## config.mk

```make
export PLATFORM = sky130hd
export DESIGN_NAME = ratc_regs
export DESIGN_NICKNAME = d
export VERILOG_FILES = /design/src/logic/ratc_pkg.sv /design/src/logic/ratc_cap.sv /design/src/logic/ratc_regs.sv
export VERILOG_INCLUDE_DIRS = /design/src /design/src/logic
export SDC_FILE = /design/constraint.sdc
export NUM_CORES = 1
export LEC_CHECK = 0
export BUFFER_PORTS_ARGS = -buffer_cell sky130_fd_sc_hd__buf_2
export CAP_MARGIN = 30
export CORE_MARGIN = 5
export CORE_UTILIZATION = 48
export CTS_CLUSTER_SIZE = 8
export DETAILED_ROUTE_END_ITERATION = 8
export GPL_ROUTABILITY_DRIVEN = 0
export PLACE_DENSITY = 0.84
export SLEW_MARGIN = 40
export SYNTH_ARGS = -nofsm -noshare
export SYNTH_HDL_FRONTEND = slang
export SYNTH_HIERARCHICAL = 1
export SYNTH_SLANG_ARGS = --single-unit
```

## constraint.sdc

```tcl
create_clock -name clk_sys -period 3.25 [get_ports clk_sys]
set_input_delay 0.325 -clock clk_sys [delete_from_list [all_inputs] [get_ports clk_sys]]
set_output_delay 0.325 -clock clk_sys [all_outputs]
set_load 0.005 [all_outputs]
```

## src/logic/ratc_defs.svh

```systemverilog
// constants for the right agc time constant register pair
// assumes inclusion by bare name from the package and the design modules
`ifndef RATC_DEFS_SVH
`define RATC_DEFS_SVH

// register offsets
`define RATC_ATTACK_OFS     8'h69
`define RATC_DECAY_OFS      8'h6A

// field positions, shared by both registers
`define RATC_SEL_BIT        7
`define RATC_BASE_HI        6
`define RATC_BASE_LO        5
`define RATC_MULT_HI        4
`define RATC_MULT_LO        2
`define RATC_RSVD_HI        1
`define RATC_RSVD_LO        0

// reset values
`define RATC_ATTACK_RST     8'h00
`define RATC_DECAY_RST      8'h00
`define RATC_RDATA_RST      8'h00
`define RATC_UNMAPPED_RD    8'h00

// widths of the time values, in ms
`define RATC_ATT_W          11
`define RATC_DEC_W          16

// baseline attack times, ms
`define RATC_ATT_BASE_0     11'h007
`define RATC_ATT_BASE_1     11'h008
`define RATC_ATT_BASE_2     11'h00A
`define RATC_ATT_BASE_3     11'h00B

// baseline decay times, ms
`define RATC_DEC_BASE_0     16'h0032
`define RATC_DEC_BASE_1     16'h0096
`define RATC_DEC_BASE_2     16'h00FA
`define RATC_DEC_BASE_3     16'h015E

// rate divider ratio is carried in half steps (ratio times two)
`define RATC_RATIO_W        4
`define RATC_RATIO_1_0      4'h2
`define RATC_RATIO_1_5      4'h3
`define RATC_RATIO_2_0      4'h4
`define RATC_RATIO_2_5      4'h5
`define RATC_RATIO_3_0      4'h6
`define RATC_RATIO_3_5      4'h7
`define RATC_RATIO_4_0      4'h8
`define RATC_RATIO_4_5      4'h9
`define RATC_RATIO_5_0      4'hA
`define RATC_RATIO_5_5      4'hB
`define RATC_RATIO_6_0      4'hC

// longest decay time per ratio, ms
`define RATC_CAP_4000       16'h0FA0
`define RATC_CAP_5600       16'h15E0
`define RATC_CAP_8000       16'h1F40
`define RATC_CAP_9600       16'h2580
`define RATC_CAP_11200      16'h2BC0
`define RATC_CAP_16000      16'h3E80
`define RATC_CAP_19200      16'h4B00
`define RATC_CAP_22400      16'h5780

`endif

```

## src/logic/ratc_pkg.sv

```systemverilog
// types for the right agc time constant register pair
// assumes ratc_defs.svh is on the include path
`include "ratc_defs.svh"

package ratc_pkg;
   typedef logic [7:0]                  ratc_byte_t;
   typedef logic [`RATC_ATT_W-1:0]      ratc_att_ms_t;
   typedef logic [`RATC_DEC_W-1:0]      ratc_dec_ms_t;
   typedef logic [`RATC_RATIO_W-1:0]    ratc_ratio_t;
endpackage

```

## src/logic/ratc_cap.sv

```systemverilog
// decay cap lookup from the codec rate divider ratio
// assumes the ratio arrives in half steps from logic on the same clock
`timescale 1ns/1ps
`include "ratc_defs.svh"

module ratc_cap (
   // ratio in
   input  wire ratc_pkg::ratc_ratio_t  ratio_x2,
   // cap out
   output ratc_pkg::ratc_dec_ms_t      cap_ms
);
   import ratc_pkg::*;

   always_comb begin
      unique case (ratio_x2)
         `RATC_RATIO_1_0 : cap_ms = `RATC_CAP_4000;
         `RATC_RATIO_1_5 : cap_ms = `RATC_CAP_5600;
         `RATC_RATIO_2_0 : cap_ms = `RATC_CAP_8000;
         `RATC_RATIO_2_5 : cap_ms = `RATC_CAP_9600;
         `RATC_RATIO_3_0,
         `RATC_RATIO_3_5 : cap_ms = `RATC_CAP_11200;
         `RATC_RATIO_4_0,
         `RATC_RATIO_4_5 : cap_ms = `RATC_CAP_16000;
         `RATC_RATIO_5_0 : cap_ms = `RATC_CAP_19200;
         `RATC_RATIO_5_5,
         `RATC_RATIO_6_0 : cap_ms = `RATC_CAP_22400;
         // codes outside the range clamp to the nearest end
         default : begin
            if (ratio_x2 < `RATC_RATIO_1_0) begin
               cap_ms = `RATC_CAP_4000;
            end else begin
               cap_ms = `RATC_CAP_22400;
            end
         end
      endcase
   end
endmodule

```

## src/logic/ratc_regs.sv

```systemverilog
// right agc attack and decay time registers with effective time outputs
// assumes the control bus decoder and legacy timing logic share clk_sys
//
// Operation
// - attack select bit picks legacy timing or this register's attack fields
// - baseline attack code gives 7, 8, 10 or 11 ms
// - attack multiplier code n scales the baseline by two to the n
// - decay select bit picks legacy timing or this register's decay fields
// - baseline decay code gives 50, 150, 250 or 350 ms
// - decay multiplier code n scales the baseline by two to the n
// - decay time is capped by the selected codec rate divider ratio
`timescale 1ns/1ps
`include "ratc_defs.svh"

module ratc_regs (
   // clock and reset
   input  wire logic                   clk_sys,
   input  wire logic                   sys_rst,
   // register port
   input  wire ratc_pkg::ratc_byte_t   reg_addr,
   input  wire logic                   reg_wr_en,
   input  wire ratc_pkg::ratc_byte_t   reg_wdata,
   input  wire logic                   reg_rd_en,
   output ratc_pkg::ratc_byte_t        reg_rdata,
   output logic                        reg_rd_ack,
   // legacy timing and rate divider
   input  wire ratc_pkg::ratc_att_ms_t legacy_attack_ms,
   input  wire ratc_pkg::ratc_dec_ms_t legacy_decay_ms,
   input  wire ratc_pkg::ratc_ratio_t  codec_rate_divider_ratio,
   // effective times to the agc engine
   output ratc_pkg::ratc_att_ms_t      attack_time_ms,
   output ratc_pkg::ratc_dec_ms_t      decay_time_ms,
   output logic                        attack_src_own,
   output logic                        decay_src_own,
   output logic                        decay_capped
);
   import ratc_pkg::*;

   // ************************************************************
   // state
   // ************************************************************
   ratc_byte_t    attack_reg_r;
   ratc_byte_t    attack_reg_nxt;
   ratc_byte_t    decay_reg_r;
   ratc_byte_t    decay_reg_nxt;
   ratc_byte_t    rdata_r;
   ratc_byte_t    rdata_nxt;
   logic          rd_ack_r;
   logic          rd_ack_nxt;
   ratc_att_ms_t  attack_ms_r;
   ratc_att_ms_t  attack_ms_nxt;
   ratc_dec_ms_t  decay_ms_r;
   ratc_dec_ms_t  decay_ms_nxt;
   logic          att_own_r;
   logic          att_own_nxt;
   logic          dec_own_r;
   logic          dec_own_nxt;
   logic          capped_r;
   logic          capped_nxt;

   // ************************************************************
   // field decode
   // ************************************************************
   logic [1:0]    att_base_code;
   logic [2:0]    att_mult_code;
   logic [1:0]    dec_base_code;
   logic [2:0]    dec_mult_code;
   ratc_att_ms_t  att_base_ms;
   ratc_dec_ms_t  dec_base_ms;
   ratc_att_ms_t  att_scaled_ms;
   ratc_dec_ms_t  dec_scaled_ms;
   ratc_dec_ms_t  dec_chosen_ms;
   ratc_dec_ms_t  dec_cap_ms;

   assign att_base_code = attack_reg_r[`RATC_BASE_HI:`RATC_BASE_LO];
   assign att_mult_code = attack_reg_r[`RATC_MULT_HI:`RATC_MULT_LO];
   assign dec_base_code = decay_reg_r[`RATC_BASE_HI:`RATC_BASE_LO];
   assign dec_mult_code = decay_reg_r[`RATC_MULT_HI:`RATC_MULT_LO];

   // two-bit codes map every value, so no default arm is needed
   always_comb begin
      unique case (att_base_code)
         2'h0 : att_base_ms = `RATC_ATT_BASE_0;
         2'h1 : att_base_ms = `RATC_ATT_BASE_1;
         2'h2 : att_base_ms = `RATC_ATT_BASE_2;
         2'h3 : att_base_ms = `RATC_ATT_BASE_3;
      endcase
   end

   always_comb begin
      unique case (dec_base_code)
         2'h0 : dec_base_ms = `RATC_DEC_BASE_0;
         2'h1 : dec_base_ms = `RATC_DEC_BASE_1;
         2'h2 : dec_base_ms = `RATC_DEC_BASE_2;
         2'h3 : dec_base_ms = `RATC_DEC_BASE_3;
      endcase
   end

   // widths hold 11 ms x 128 and 350 ms x 128 without overflow
   assign att_scaled_ms = att_base_ms << att_mult_code;
   assign dec_scaled_ms = dec_base_ms << dec_mult_code;

   // ************************************************************
   // decay cap
   // ************************************************************
   ratc_cap ratc_cap_i (
      .ratio_x2 (codec_rate_divider_ratio),
      .cap_ms   (dec_cap_ms)
   );

   // ************************************************************
   // register port
   // ************************************************************
   // reserved low bits are stored as written; software keeps them zero
   always_comb begin
      attack_reg_nxt = attack_reg_r;
      decay_reg_nxt  = decay_reg_r;
      if (reg_wr_en) begin
         if (reg_addr == `RATC_ATTACK_OFS) begin
            attack_reg_nxt = reg_wdata;
         end
         if (reg_addr == `RATC_DECAY_OFS) begin
            decay_reg_nxt = reg_wdata;
         end
      end
   end

   always_ff @(posedge clk_sys or posedge sys_rst) begin
      if (sys_rst) begin
         attack_reg_r <= `RATC_ATTACK_RST;
         decay_reg_r  <= `RATC_DECAY_RST;
      end else begin
         attack_reg_r <= attack_reg_nxt;
         decay_reg_r  <= decay_reg_nxt;
      end
   end

   // ************************************************************
   // read port
   // ************************************************************
   // reads see the registers before a write in the same cycle lands
   always_comb begin
      rdata_nxt  = rdata_r;
      rd_ack_nxt = 1'b0;
      if (reg_rd_en) begin
         rd_ack_nxt = 1'b1;
         if (reg_addr == `RATC_ATTACK_OFS) begin
            rdata_nxt = attack_reg_r;
         end else if (reg_addr == `RATC_DECAY_OFS) begin
            rdata_nxt = decay_reg_r;
         end else begin
            rdata_nxt = `RATC_UNMAPPED_RD;
         end
      end
   end

   // read data holds until the next read; the ack is a single pulse
   always_ff @(posedge clk_sys or posedge sys_rst) begin
      if (sys_rst) begin
         rdata_r  <= `RATC_RDATA_RST;
         rd_ack_r <= 1'b0;
      end else begin
         rdata_r  <= rdata_nxt;
         rd_ack_r <= rd_ack_nxt;
      end
   end

   // ************************************************************
   // effective times
   // ************************************************************
   // the cap also bounds a legacy decay so the engine never sees more
   // legacy inputs run on clk_sys, so they are read without a synchroniser
   always_comb begin
      att_own_nxt = attack_reg_r[`RATC_SEL_BIT];
      dec_own_nxt = decay_reg_r[`RATC_SEL_BIT];
      if (att_own_nxt) begin
         attack_ms_nxt = att_scaled_ms;
      end else begin
         attack_ms_nxt = legacy_attack_ms;
      end
      if (dec_own_nxt) begin
         dec_chosen_ms = dec_scaled_ms;
      end else begin
         dec_chosen_ms = legacy_decay_ms;
      end
      // live flag, not sticky: it drops once the chosen time fits again
      if (dec_chosen_ms > dec_cap_ms) begin
         decay_ms_nxt = dec_cap_ms;
         capped_nxt   = 1'b1;
      end else begin
         decay_ms_nxt = dec_chosen_ms;
         capped_nxt   = 1'b0;
      end
   end

   // outputs trail the register contents by one edge
   always_ff @(posedge clk_sys or posedge sys_rst) begin
      if (sys_rst) begin
         attack_ms_r <= `RATC_ATT_BASE_0;
         decay_ms_r  <= `RATC_DEC_BASE_0;
         att_own_r   <= 1'b0;
         dec_own_r   <= 1'b0;
         capped_r    <= 1'b0;
      end else begin
         attack_ms_r <= attack_ms_nxt;
         decay_ms_r  <= decay_ms_nxt;
         att_own_r   <= att_own_nxt;
         dec_own_r   <= dec_own_nxt;
         capped_r    <= capped_nxt;
      end
   end

   // ************************************************************
   // outputs
   // ************************************************************
   assign reg_rdata      = rdata_r;
   assign reg_rd_ack     = rd_ack_r;
   assign attack_time_ms = attack_ms_r;
   assign decay_time_ms  = decay_ms_r;
   assign attack_src_own = att_own_r;
   assign decay_src_own  = dec_own_r;
   assign decay_capped   = capped_r;

endmodule

```

# Word level (Yosys, flattened, before mapping)
# Index checks and enable logic that the tools add are counted.
# op_classes
addsub	0
mul	0
n_div	0
n_lt_le_gt_ge	2
eq_ne	19
shift	2
muxes	11
bitwise	0
n_reduce_logical	7
# ops
operator	n
one-hot mux 16 bit (8 select lines)	1
one-hot mux 16 bit (4 select lines)	1
one-hot mux 11 bit (4 select lines)	1
2-to-1 mux 16 bit	2
== test 4 bit, second input constant	5
== test 4 x 3 -> 1 bit, second input constant	4
== test 8 x 7 -> 1 bit, second input constant	2
greater-than comparator 16 bit	1
2-to-1 mux 8 bit	2
<< shifter 16 x 3 -> 16 bit	1
2-to-1 mux 15 bit	1
2-to-1 mux 11 bit	1
<< shifter 11 x 3 -> 11 bit	1
== test 2 bit, second input constant	4
== test 4 x 2 -> 1 bit, second input constant	2
OR reduction 2 bit	3
== test 2 x 1 -> 1 bit, second input constant	2
logical NOT 2 bit	2
less-than comparator 4 x 2 -> 1 bit, second input constant	1
AND reduction 2 bit	2
2-to-1 mux 1 bit	2
# totals
regBits	55
latch_bits	0
mem_bits_rw	0
romBits	0
inputBits	51
output_inout_bits	39
wordCells	50
n_memories	0

# Depth between registers and ports, before layout
# Gate-level depths: netlist of run 1.
# depth
word_depth	6
ltp_mapped	14
ltp_nobuf	12

# Modules after synthesis
# Netlist of run 1, hierarchy kept.
# modules_own_cells
module	n_inst	cells_per_inst	area_each_um2	seq_area_each_um2
ratc_regs	1	323	3270.6	1383.8
ratc_cap	1	32	224.0	0.0

# Worst setup path after synthesis of run 1
# Ideal clock, no wire load.
# synth_path
kind	reg-to-reg
from	reg decay_reg_r[5]
to	reg decay_ms_r[10], in the netlist decay_time_ms[10]
setup_time_ns	0.125
arrival_ns	3.157
required_time_ns	3.125
setup_slack_ns	-0.032
path_stages_with_launch	15
path_buffers	2
synth_period_minus_slack_ns	3.282
cell_sequence	dfrtp_1 > inv_1 > ha_1 > mux2_2 > a22oi_1 > mux2i_1 > mux2_2 > ha_1 > nand4_2 > nor4_2 > a21boi_1 > o41a_1 > buf_6 > buf_12 > mux2_4
# synth_between
elab_chain_cells	6
elab_cells_between_ends	9
classes_between	order compare: 1; eq/ne: 3; shift: 1; mux: 3; reduce/logical: 1
# synth_lines
element	line_no	text
start: declaration	ratc_regs.sv:44	ratc_byte_t decay_reg_r;
start signal: assignment	ratc_regs.sv:131	decay_reg_r <= `RATC_DECAY_RST;
start signal: assignment	ratc_regs.sv:134	decay_reg_r <= decay_reg_nxt;
== test 2 bit, or another cell as far along	ratc_regs.sv:91	unique case (dec_base_code)
one-hot mux 16 bit (4 select lines) *	ratc_regs.sv:91	
<< shifter 16 x 3 -> 16 bit *	ratc_regs.sv:101	assign dec_scaled_ms = dec_base_ms << dec_mult_code;
2-to-1 mux 16 bit *	ratc_regs.sv:181	if (dec_own_nxt) begin
greater-than comparator 16 bit	ratc_regs.sv:187	if (dec_chosen_ms > dec_cap_ms) begin
2-to-1 mux 16 bit *	ratc_regs.sv:187	
net decay_ms_nxt[10]	ratc_regs.sv:53	ratc_dec_ms_t decay_ms_nxt;
end signal: assignment	ratc_regs.sv:200	decay_ms_r <= `RATC_DEC_BASE_0;
end signal: assignment	ratc_regs.sv:206	decay_ms_r <= decay_ms_nxt;
end: declaration	ratc_regs.sv:52	ratc_dec_ms_t decay_ms_r;
# Mark *: on every way through the listed nets, which the timed path passes. The rest lies on a longest branch. The select of a mux whose other input is x is not followed.
# A chain may end at the register's enable or synchronous reset.

# Worst setup path after layout of run 1
# Same ends and word-level chain as after synthesis.

==> results.sh, run 1 <==
export IMPL_outcome="finished with violations"
export IMPL_violations="setup timing"
export IMPL_die_x_um=95.3
export IMPL_hp_class="input port to async pin"
export IMPL_r2r_start="decay_reg_r[5]"
export IMPL_io_pins=90
export IMPL_nets=527
export IMPL_worstMarginPinSlew_ps=681
export IMPL_use_met3_pct=3.95
export IMPL_ys_ff_latch=55
export IMPL_antenna_found_initial=0
export IMPL_diodes=0
export IMPL_synthTopCellsByArea="dfrtp_1, mux2_2, ha_1"
export IMPL_fin_skew_ps=10.4
export IMPL_path_class="register to register"
export IMPL_period_minus_slack_ps=3380
export IMPL_grt_use_met2_pct=31.0
export IMPL_cts_tree="done"
export IMPL_avgSynthCellArea_um2=9.84
export IMPL_hpwl_mm=6.25
export IMPL_grt_ovfl_total=0
export IMPL_htree_num_levels=2
export IMPL_core_area_um2=7180
export IMPL_grt_util_met1_pct=21.8
export IMPL_hold_viol_final=0
export IMPL_grt_pass1_wl_mm=12.6
export IMPL_grt_usage_pct=17.7
export IMPL_io_buffers=89
export IMPL_ant_nets=0
export IMPL_clkSinkCount=55
export IMPL_drive_above_1_share_pct=43.0
export IMPL_arrival_ps=3580
export IMPL_fin_ws_ps=-132
export IMPL_cts_root_buf="clkbuf_8"
export IMPL_initial_utilization_pct=48.7
export IMPL_die_area_um2=9090
export IMPL_clk_pin_slew_ps=100
export IMPL_setup_viol=15
export IMPL_clockBufferDepth=2
export IMPL_synth_cell_type_count=56
export IMPL_first_iter_violations=288
export IMPL_drv_cap=0
export IMPL_post_drt_wl_per_cell_um=16.0
export IMPL_worst_setup_path_end_kind="register"
export IMPL_cts_made_buffers=5
export IMPL_syn_to_final_growth_pct=24.9
export IMPL_ys_flop_type="dfrtp_1"
export IMPL_synthArstFlopShare_pct=100
export IMPL_startpoint="decay_reg_r[5]"
export IMPL_rsz0062_at_grt="true"
export IMPL_ys_seq_area_share_pct=39.6
export IMPL_grt_pass1_vias=2759
export IMPL_vias_per_cell=5.41
export IMPL_max_freq_mhz=296
export IMPL_placementRows=31
export IMPL_yosysTopAreaCell="dfrtp_1"
export IMPL_fill_cells=576
export IMPL_vias=2991
export IMPL_peakVddDrop_mv=0.172
export IMPL_pre_cts_slack_ps=-150
export IMPL_crit_path_start_kind="register"
export IMPL_p_per_area_nw_per_um2=361
export IMPL_yosys_warnings=6
export IMPL_totalWireLength_mm=8.85
export IMPL_dp_cells=538
export IMPL_synth_top_area_share_pct=35.1
export IMPL_critPathMaxFanout=8
export IMPL_synth_cells=355
export IMPL_synthesis_area_um2=3490
export IMPL_grt_max_degree=33
export IMPL_die_y_um=95.3
export IMPL_fin_crit_sh_pct=104
export IMPL_top_usage_layer="met2"
export IMPL_cp_required_ps=3450
export IMPL_insertion_delay_ps=310
export IMPL_relSlewSlack_pct=54.6
export IMPL_p_leak_nw=2.12
export IMPL_synth_edf_count=0
export IMPL_dr_pass1_iters=4
export IMPL_cts_hold_buf=0
export IMPL_stdcell_count=553
export IMPL_drv_slew=0
export IMPL_drc_errors=0
## metrics by stage
step	area [um2]	util (%)	total power [mW]	setup TNS (ps)	hold WS, ps
2_1_floorplan	3520	-	1.02	0	352
3_3_place_gp	4040	56.3	1.13	0	449
3_5_place_dp	4040	56.3	1.14	-1690	463
4_1_cts	4180	58.3	1.54	0	118
5_1_grt	4360	60.8	1.66	-3420	152
6_report	4360	60.8	1.58	-1750	101
## repair_timing
| item | CTS | global route |
|---|---|---|
| endpoints found under the setup margin | 15 | 16 |
| gates resized for setup | 7 | 31 |
| endpoints found under the hold margin | 0 | 0 |
| setup buffers | 2 | 4 |
| cloned | 0 | 1 |
| pin swaps | 4 | 12 |
## worst max-delay path, cell delays in order (launching register included)
cell and delay, ps:
dfrtp_1 430, inv_2 110, ha_4 210, mux2_4 270, a22oi_2 160, mux2i_1 100
mux2_4 290, ha_4 290, nand4_4 100, nor4_4 310, a21boi_2 210, o41a_1 280
buf_6 190, mux2_4 310
## synthesized netlist by cell type, types with 8 or more instances
| master | instances |
|---|---|
| mux2i_1 | 8 |
| ha_1 | 23 |
| nor2_1 | 26 |
| o22ai_1 | 10 |
| mux2_4 | 8 |
| o21ai_0 | 12 |
| inv_1 | 41 |
| mux2_2 | 26 |
| nand2_1 | 19 |
| a21oi_1 | 27 |
| clkbuf_1 | 11 |
| dfrtp_1 | 49 |
| a22oi_1 | 9 |
## final cells by class
class / instances / area [um2] / area share, %
multi-input combinational: 239 / 1990 / 45.7
sequential: 55 / 1380 / 31.7
timing repair buffer: 111 / 619 / 14.2
inverter: 41 / 154 / 3.53
tap: 99 / 124 / 2.84
clock buffer: 6 / 72.6 / 1.66
clock inverter: 2 / 17.5 / 0.401
## power by group
part	internal (mW)	switching [mW]
clock	0.156	0.235
combinational	0.205	0.209
sequential	0.740	0.0318
## state kept, by name, indices dropped and copies added, names as in the netlist
| name | cells |
|---|---|
| decay_time_ms | 16 |
| attack_time_ms | 11 |
| attack_reg_r | 8 |
| decay_reg_r | 8 |
| reg_rdata | 8 |
| attack_src_own | 1 |
| decay_capped | 1 |
| decay_src_own | 1 |
| reg_rd_ack | 1 |
## cell families (layout without fill, tap and decap cells)
group | Yosys count | after routing | share of synthesized area (%)
and+or+nand+nor | 85 | 85 | 13.5
xor gates and xnor gates | 1 | 1 | 0.251
other | 1 | 6 | 0.107
AOI/OAI and AO/OA | 82 | 82 | 15.1
muxes | 42 | 42 | 14.1
buffers and inverters | 66 | 160 | 9.13
DFF | 55 | 55 | 39.6
adders and majority gates | 23 | 23 | 8.23
## metal layers
| metal | vias up | wire length (um) |
|---|---|---|
| met5 | - | 0 |
| met4 | 0 | 258 |
| met3 | 30 | 543 |
| met2 | 111 | 4560 |
| met1 | 1430 | 3480 |
| li1 | 1420 | - |
## layout by cell type, fill, tap and decap left out, types with 5 or more instances in the layout
master | Yosys | layout
buf_2 | 2 | 90
dfrtp_1 | 49 | 49
inv_1 | 41 | 38
nor2_1 | 26 | 25
a21oi_1 | 27 | 23
mux2_2 | 26 | 20
nand2_1 | 19 | 19
ha_1 | 23 | 18
buf_4 | 6 | 18
mux2_4 | 8 | 14
o21ai_0 | 12 | 10
o22ai_1 | 10 | 10
a22oi_1 | 9 | 8
mux2i_1 | 8 | 7
nand3_1 | 6 | 6
nand2b_1 | 6 | 6
dfstp_2 | 6 | 6
conb_1 | 1 | 6
clkbuf_8 | 0 | 5
## worst paths after layout
path                       slack (ps)           endpoint  cells past startpoint
setup reg to reg                 -130  decay_time_ms[10]                     13
max in group asynchronous        2380    attack_reg_r[7]                      3
hold reg to reg                   520    attack_reg_r[1]                      1
min in group clk_sys              200  attack_time_ms[1]                      3
hold / removal                    100   decay_time_ms[7]                      2
setup / recovery                 -130  decay_time_ms[10]                     13
(Power assumes the default switching activity.)
==> inputs of run 2 (changes only) <==
- CORE_UTILIZATION: 48 -> 50
- clock period: 3.25 -> 3.18 ns (I/O delays scaled with it)
==> run 2 against run 1 <==
The run still ends with setup timing left. Global-route usage is 1.1 points higher. Hold slack better by 4.6 ps. Register-to-register slack better by 60 ps. Maximum frequency is 4.0% higher. Count of clock-buffer cells in the layout stayed put. Die area is 3.6% lower. Critical path depth stayed put. Clock power is 1% higher. Final area hardly changed. Sequential power is 2% higher. Clock skew is 0.79 ps lower. Final cell count is 0.90% lower. Largest cell class unchanged. Largest power group unchanged.
==> results.sh, run 2 (synthesis results as in run 1) <==
export IMPL_outcome="finished with violations"
export IMPL_violations="setup timing"
export IMPL_syn_to_final_growth_pct=24.9
export IMPL_drive_above_1_share_pct=43.1
export IMPL_rsz0062_at_grt="true"
export IMPL_fin_skew_ps=9.62
export IMPL_grt_pass1_vias=2811
export IMPL_cts_root_buf="clkbuf_8"
export IMPL_drc_errors=0
export IMPL_die_y_um=93.6
export IMPL_mostFrequentLayoutCell="buf_2"
export IMPL_r2r_slack_ps=-70
export IMPL_reg2reg_depth=13
export IMPL_arrival_ps=3500
export IMPL_fill_cells=513
export IMPL_io_buffers=89
export IMPL_path_class="register to register"
export IMPL_vias=2883
export IMPL_crit_path_start_kind="register"
export IMPL_multi_input_area_um2=2010
export IMPL_cts_made_buffers=5
export IMPL_totalWireLength_mm=8.67
export IMPL_die_x_um=93.6
export IMPL_critPathMaxFanout=4
export IMPL_drv_slew=0
export IMPL_antenna_found_initial=0
export IMPL_max_freq_mhz=308
export IMPL_core_area_um2=6790
export IMPL_peakVddDrop_mv=0.185
export IMPL_dr_pass1_iters=4
export IMPL_fin_crit_sh_pct=102
export IMPL_largest_reg_flops=16
export IMPL_wl_met3_um=463
export IMPL_htree_num_levels=2
export IMPL_cp_required_ps=3430
export IMPL_insertion_delay_ps=310
export IMPL_hold_viol_final=0
export IMPL_io_pins=90
export IMPL_stdcell_area_um2=4370
export IMPL_cts_hold_buf=0
export IMPL_first_iter_violations=187
export IMPL_diodes=0
export IMPL_die_area_um2=8760
export IMPL_grt_usage_pct=18.8
export IMPL_r2r_start="decay_reg_r[6]"
export IMPL_grt_max_degree=56
export IMPL_setup_viol=15
export IMPL_clockBufferDepth=2
export IMPL_hpwl_mm=6.15
export IMPL_worstReg2RegEnd="decay_time_ms[1]"
export IMPL_grt_ovfl_total=0
export IMPL_placementRows=30
export IMPL_relSlewSlack_pct=55.1
export IMPL_drv_cap=0
export IMPL_nets=525
export IMPL_period_minus_slack_ps=3250
export IMPL_worst_setup_path_end_kind="register"
export IMPL_pre_cts_slack_ps=-56.9
export IMPL_p_leak_nw=2.10
export IMPL_clk_pin_slew_ps=110
export IMPL_vias_per_cell=5.26
export IMPL_clkSinkCount=55
export IMPL_dr_wl_met2_mm=4.31
export IMPL_top_layer="met4"
export IMPL_initial_utilization_pct=51.4
export IMPL_cts_tree="done"
export IMPL_seq_area_um2=1390
export IMPL_routedLengthMet1_mm=3.74
export IMPL_ant_nets=0
export IMPL_worstMarginPinSlew_ps=673
export IMPL_hp_class="input port to async pin"
export IMPL_p_per_area_nw_per_um2=368
export IMPL_post_drt_wl_per_cell_um=15.8
export IMPL_fin_ws_ps=-71.8
export IMPL_placed_area_um2=4020
export IMPL_grt_pass1_wl_mm=13.2
export IMPL_final_cell_mix="buf_2, dfrtp_1, inv_1"
-- run 2: changes by cell type in the layout (fill, tap and decap cells not counted), moves of 2 or more --
cell and change:
buf_4 -2, clkinv_4 -2, dfrtp_1 -2, dfrtp_2 +2
-- run 2: per-stage QoR --
stage / hold slack, ps / TNS [ps] / util (%) / instances / total power, mW
after floorplan: 349 / 0 / - / 360 / 1.05
after global placement: 488 / -152 / 59.1 / 531 / 1.15
after detailed placement: 478 / -624 / 59.2 / 531 / 1.17
after CTS: 137 / -2.32 / 61.7 / 545 / 1.58
after global routing: 167 / -1560 / 64.3 / 548 / 1.69
final: 105 / -720 / 64.3 / 548 / 1.61
-- run 2: what timing repair did --
item / in CTS / in global routing
resized for setup: 10 / 29
cloned: 1 / 0
setup endpoints to repair: 15 / 16
pin swaps: 7 / 4
setup buffers: 5 / 3
-- run 2: report_power, final --
part / switching [mW] / internal (mW)
clock: 0.235 / 0.159
combinational: 0.214 / 0.211
sequential: 0.0314 / 0.757
-- run 2: critical path, cell delays in order, from the launching register on --
cell	delay [ps]
dfrtp_2	450
buf_6	130
ha_4	170
nor3b_4	210
o21ai_2	80
a31oi_1	320
a21oi_1	150
ha_1	340
nand2_2	90
nor4_4	240
a21boi_2	200
o41a_1	240
buf_2	210
mux2_2	350
-- run 2: worst max path at each step --
| stage | start | endpoint | slack (ps) | depth (start not counted) |
|---|---|---|---|---|
| 4_1_cts | decay_reg_r[6] | decay_time_ms[1] | -2 | 12 |
| 6_report | decay_reg_r[6] | decay_time_ms[1] | -70 | 13 |
| 2_1_floorplan | decay_reg_r[5] | decay_time_ms[10] | 30 | 14 |
| 3_3_place_gp | decay_reg_r[6] | decay_time_ms[14] | -20 | 13 |
| 3_5_place_dp | decay_reg_r[6] | decay_time_ms[2] | -60 | 13 |
| 5_1_grt | decay_reg_r[6] | decay_time_ms[4] | -130 | 12 |
-- run 2: layout make-up --
type                            instances  share of cell area, %
Clock inverter                          2                  0.373
Multi-Input combinational cell        239                   46.0
Timing Repair Buffer                  109                   13.8
Tap cell                               96                   2.75
Sequential cell                        55                   31.8
Inverter                               41                   3.58
Clock buffer                            6                   1.66
-- run 2: per-layer routing --
metal  track usage [%]  up-vias
met5                 0        -
met3              2.41       11
met1              24.9     1352
met4              6.02        0
met2              31.9       97
li1                  -     1423
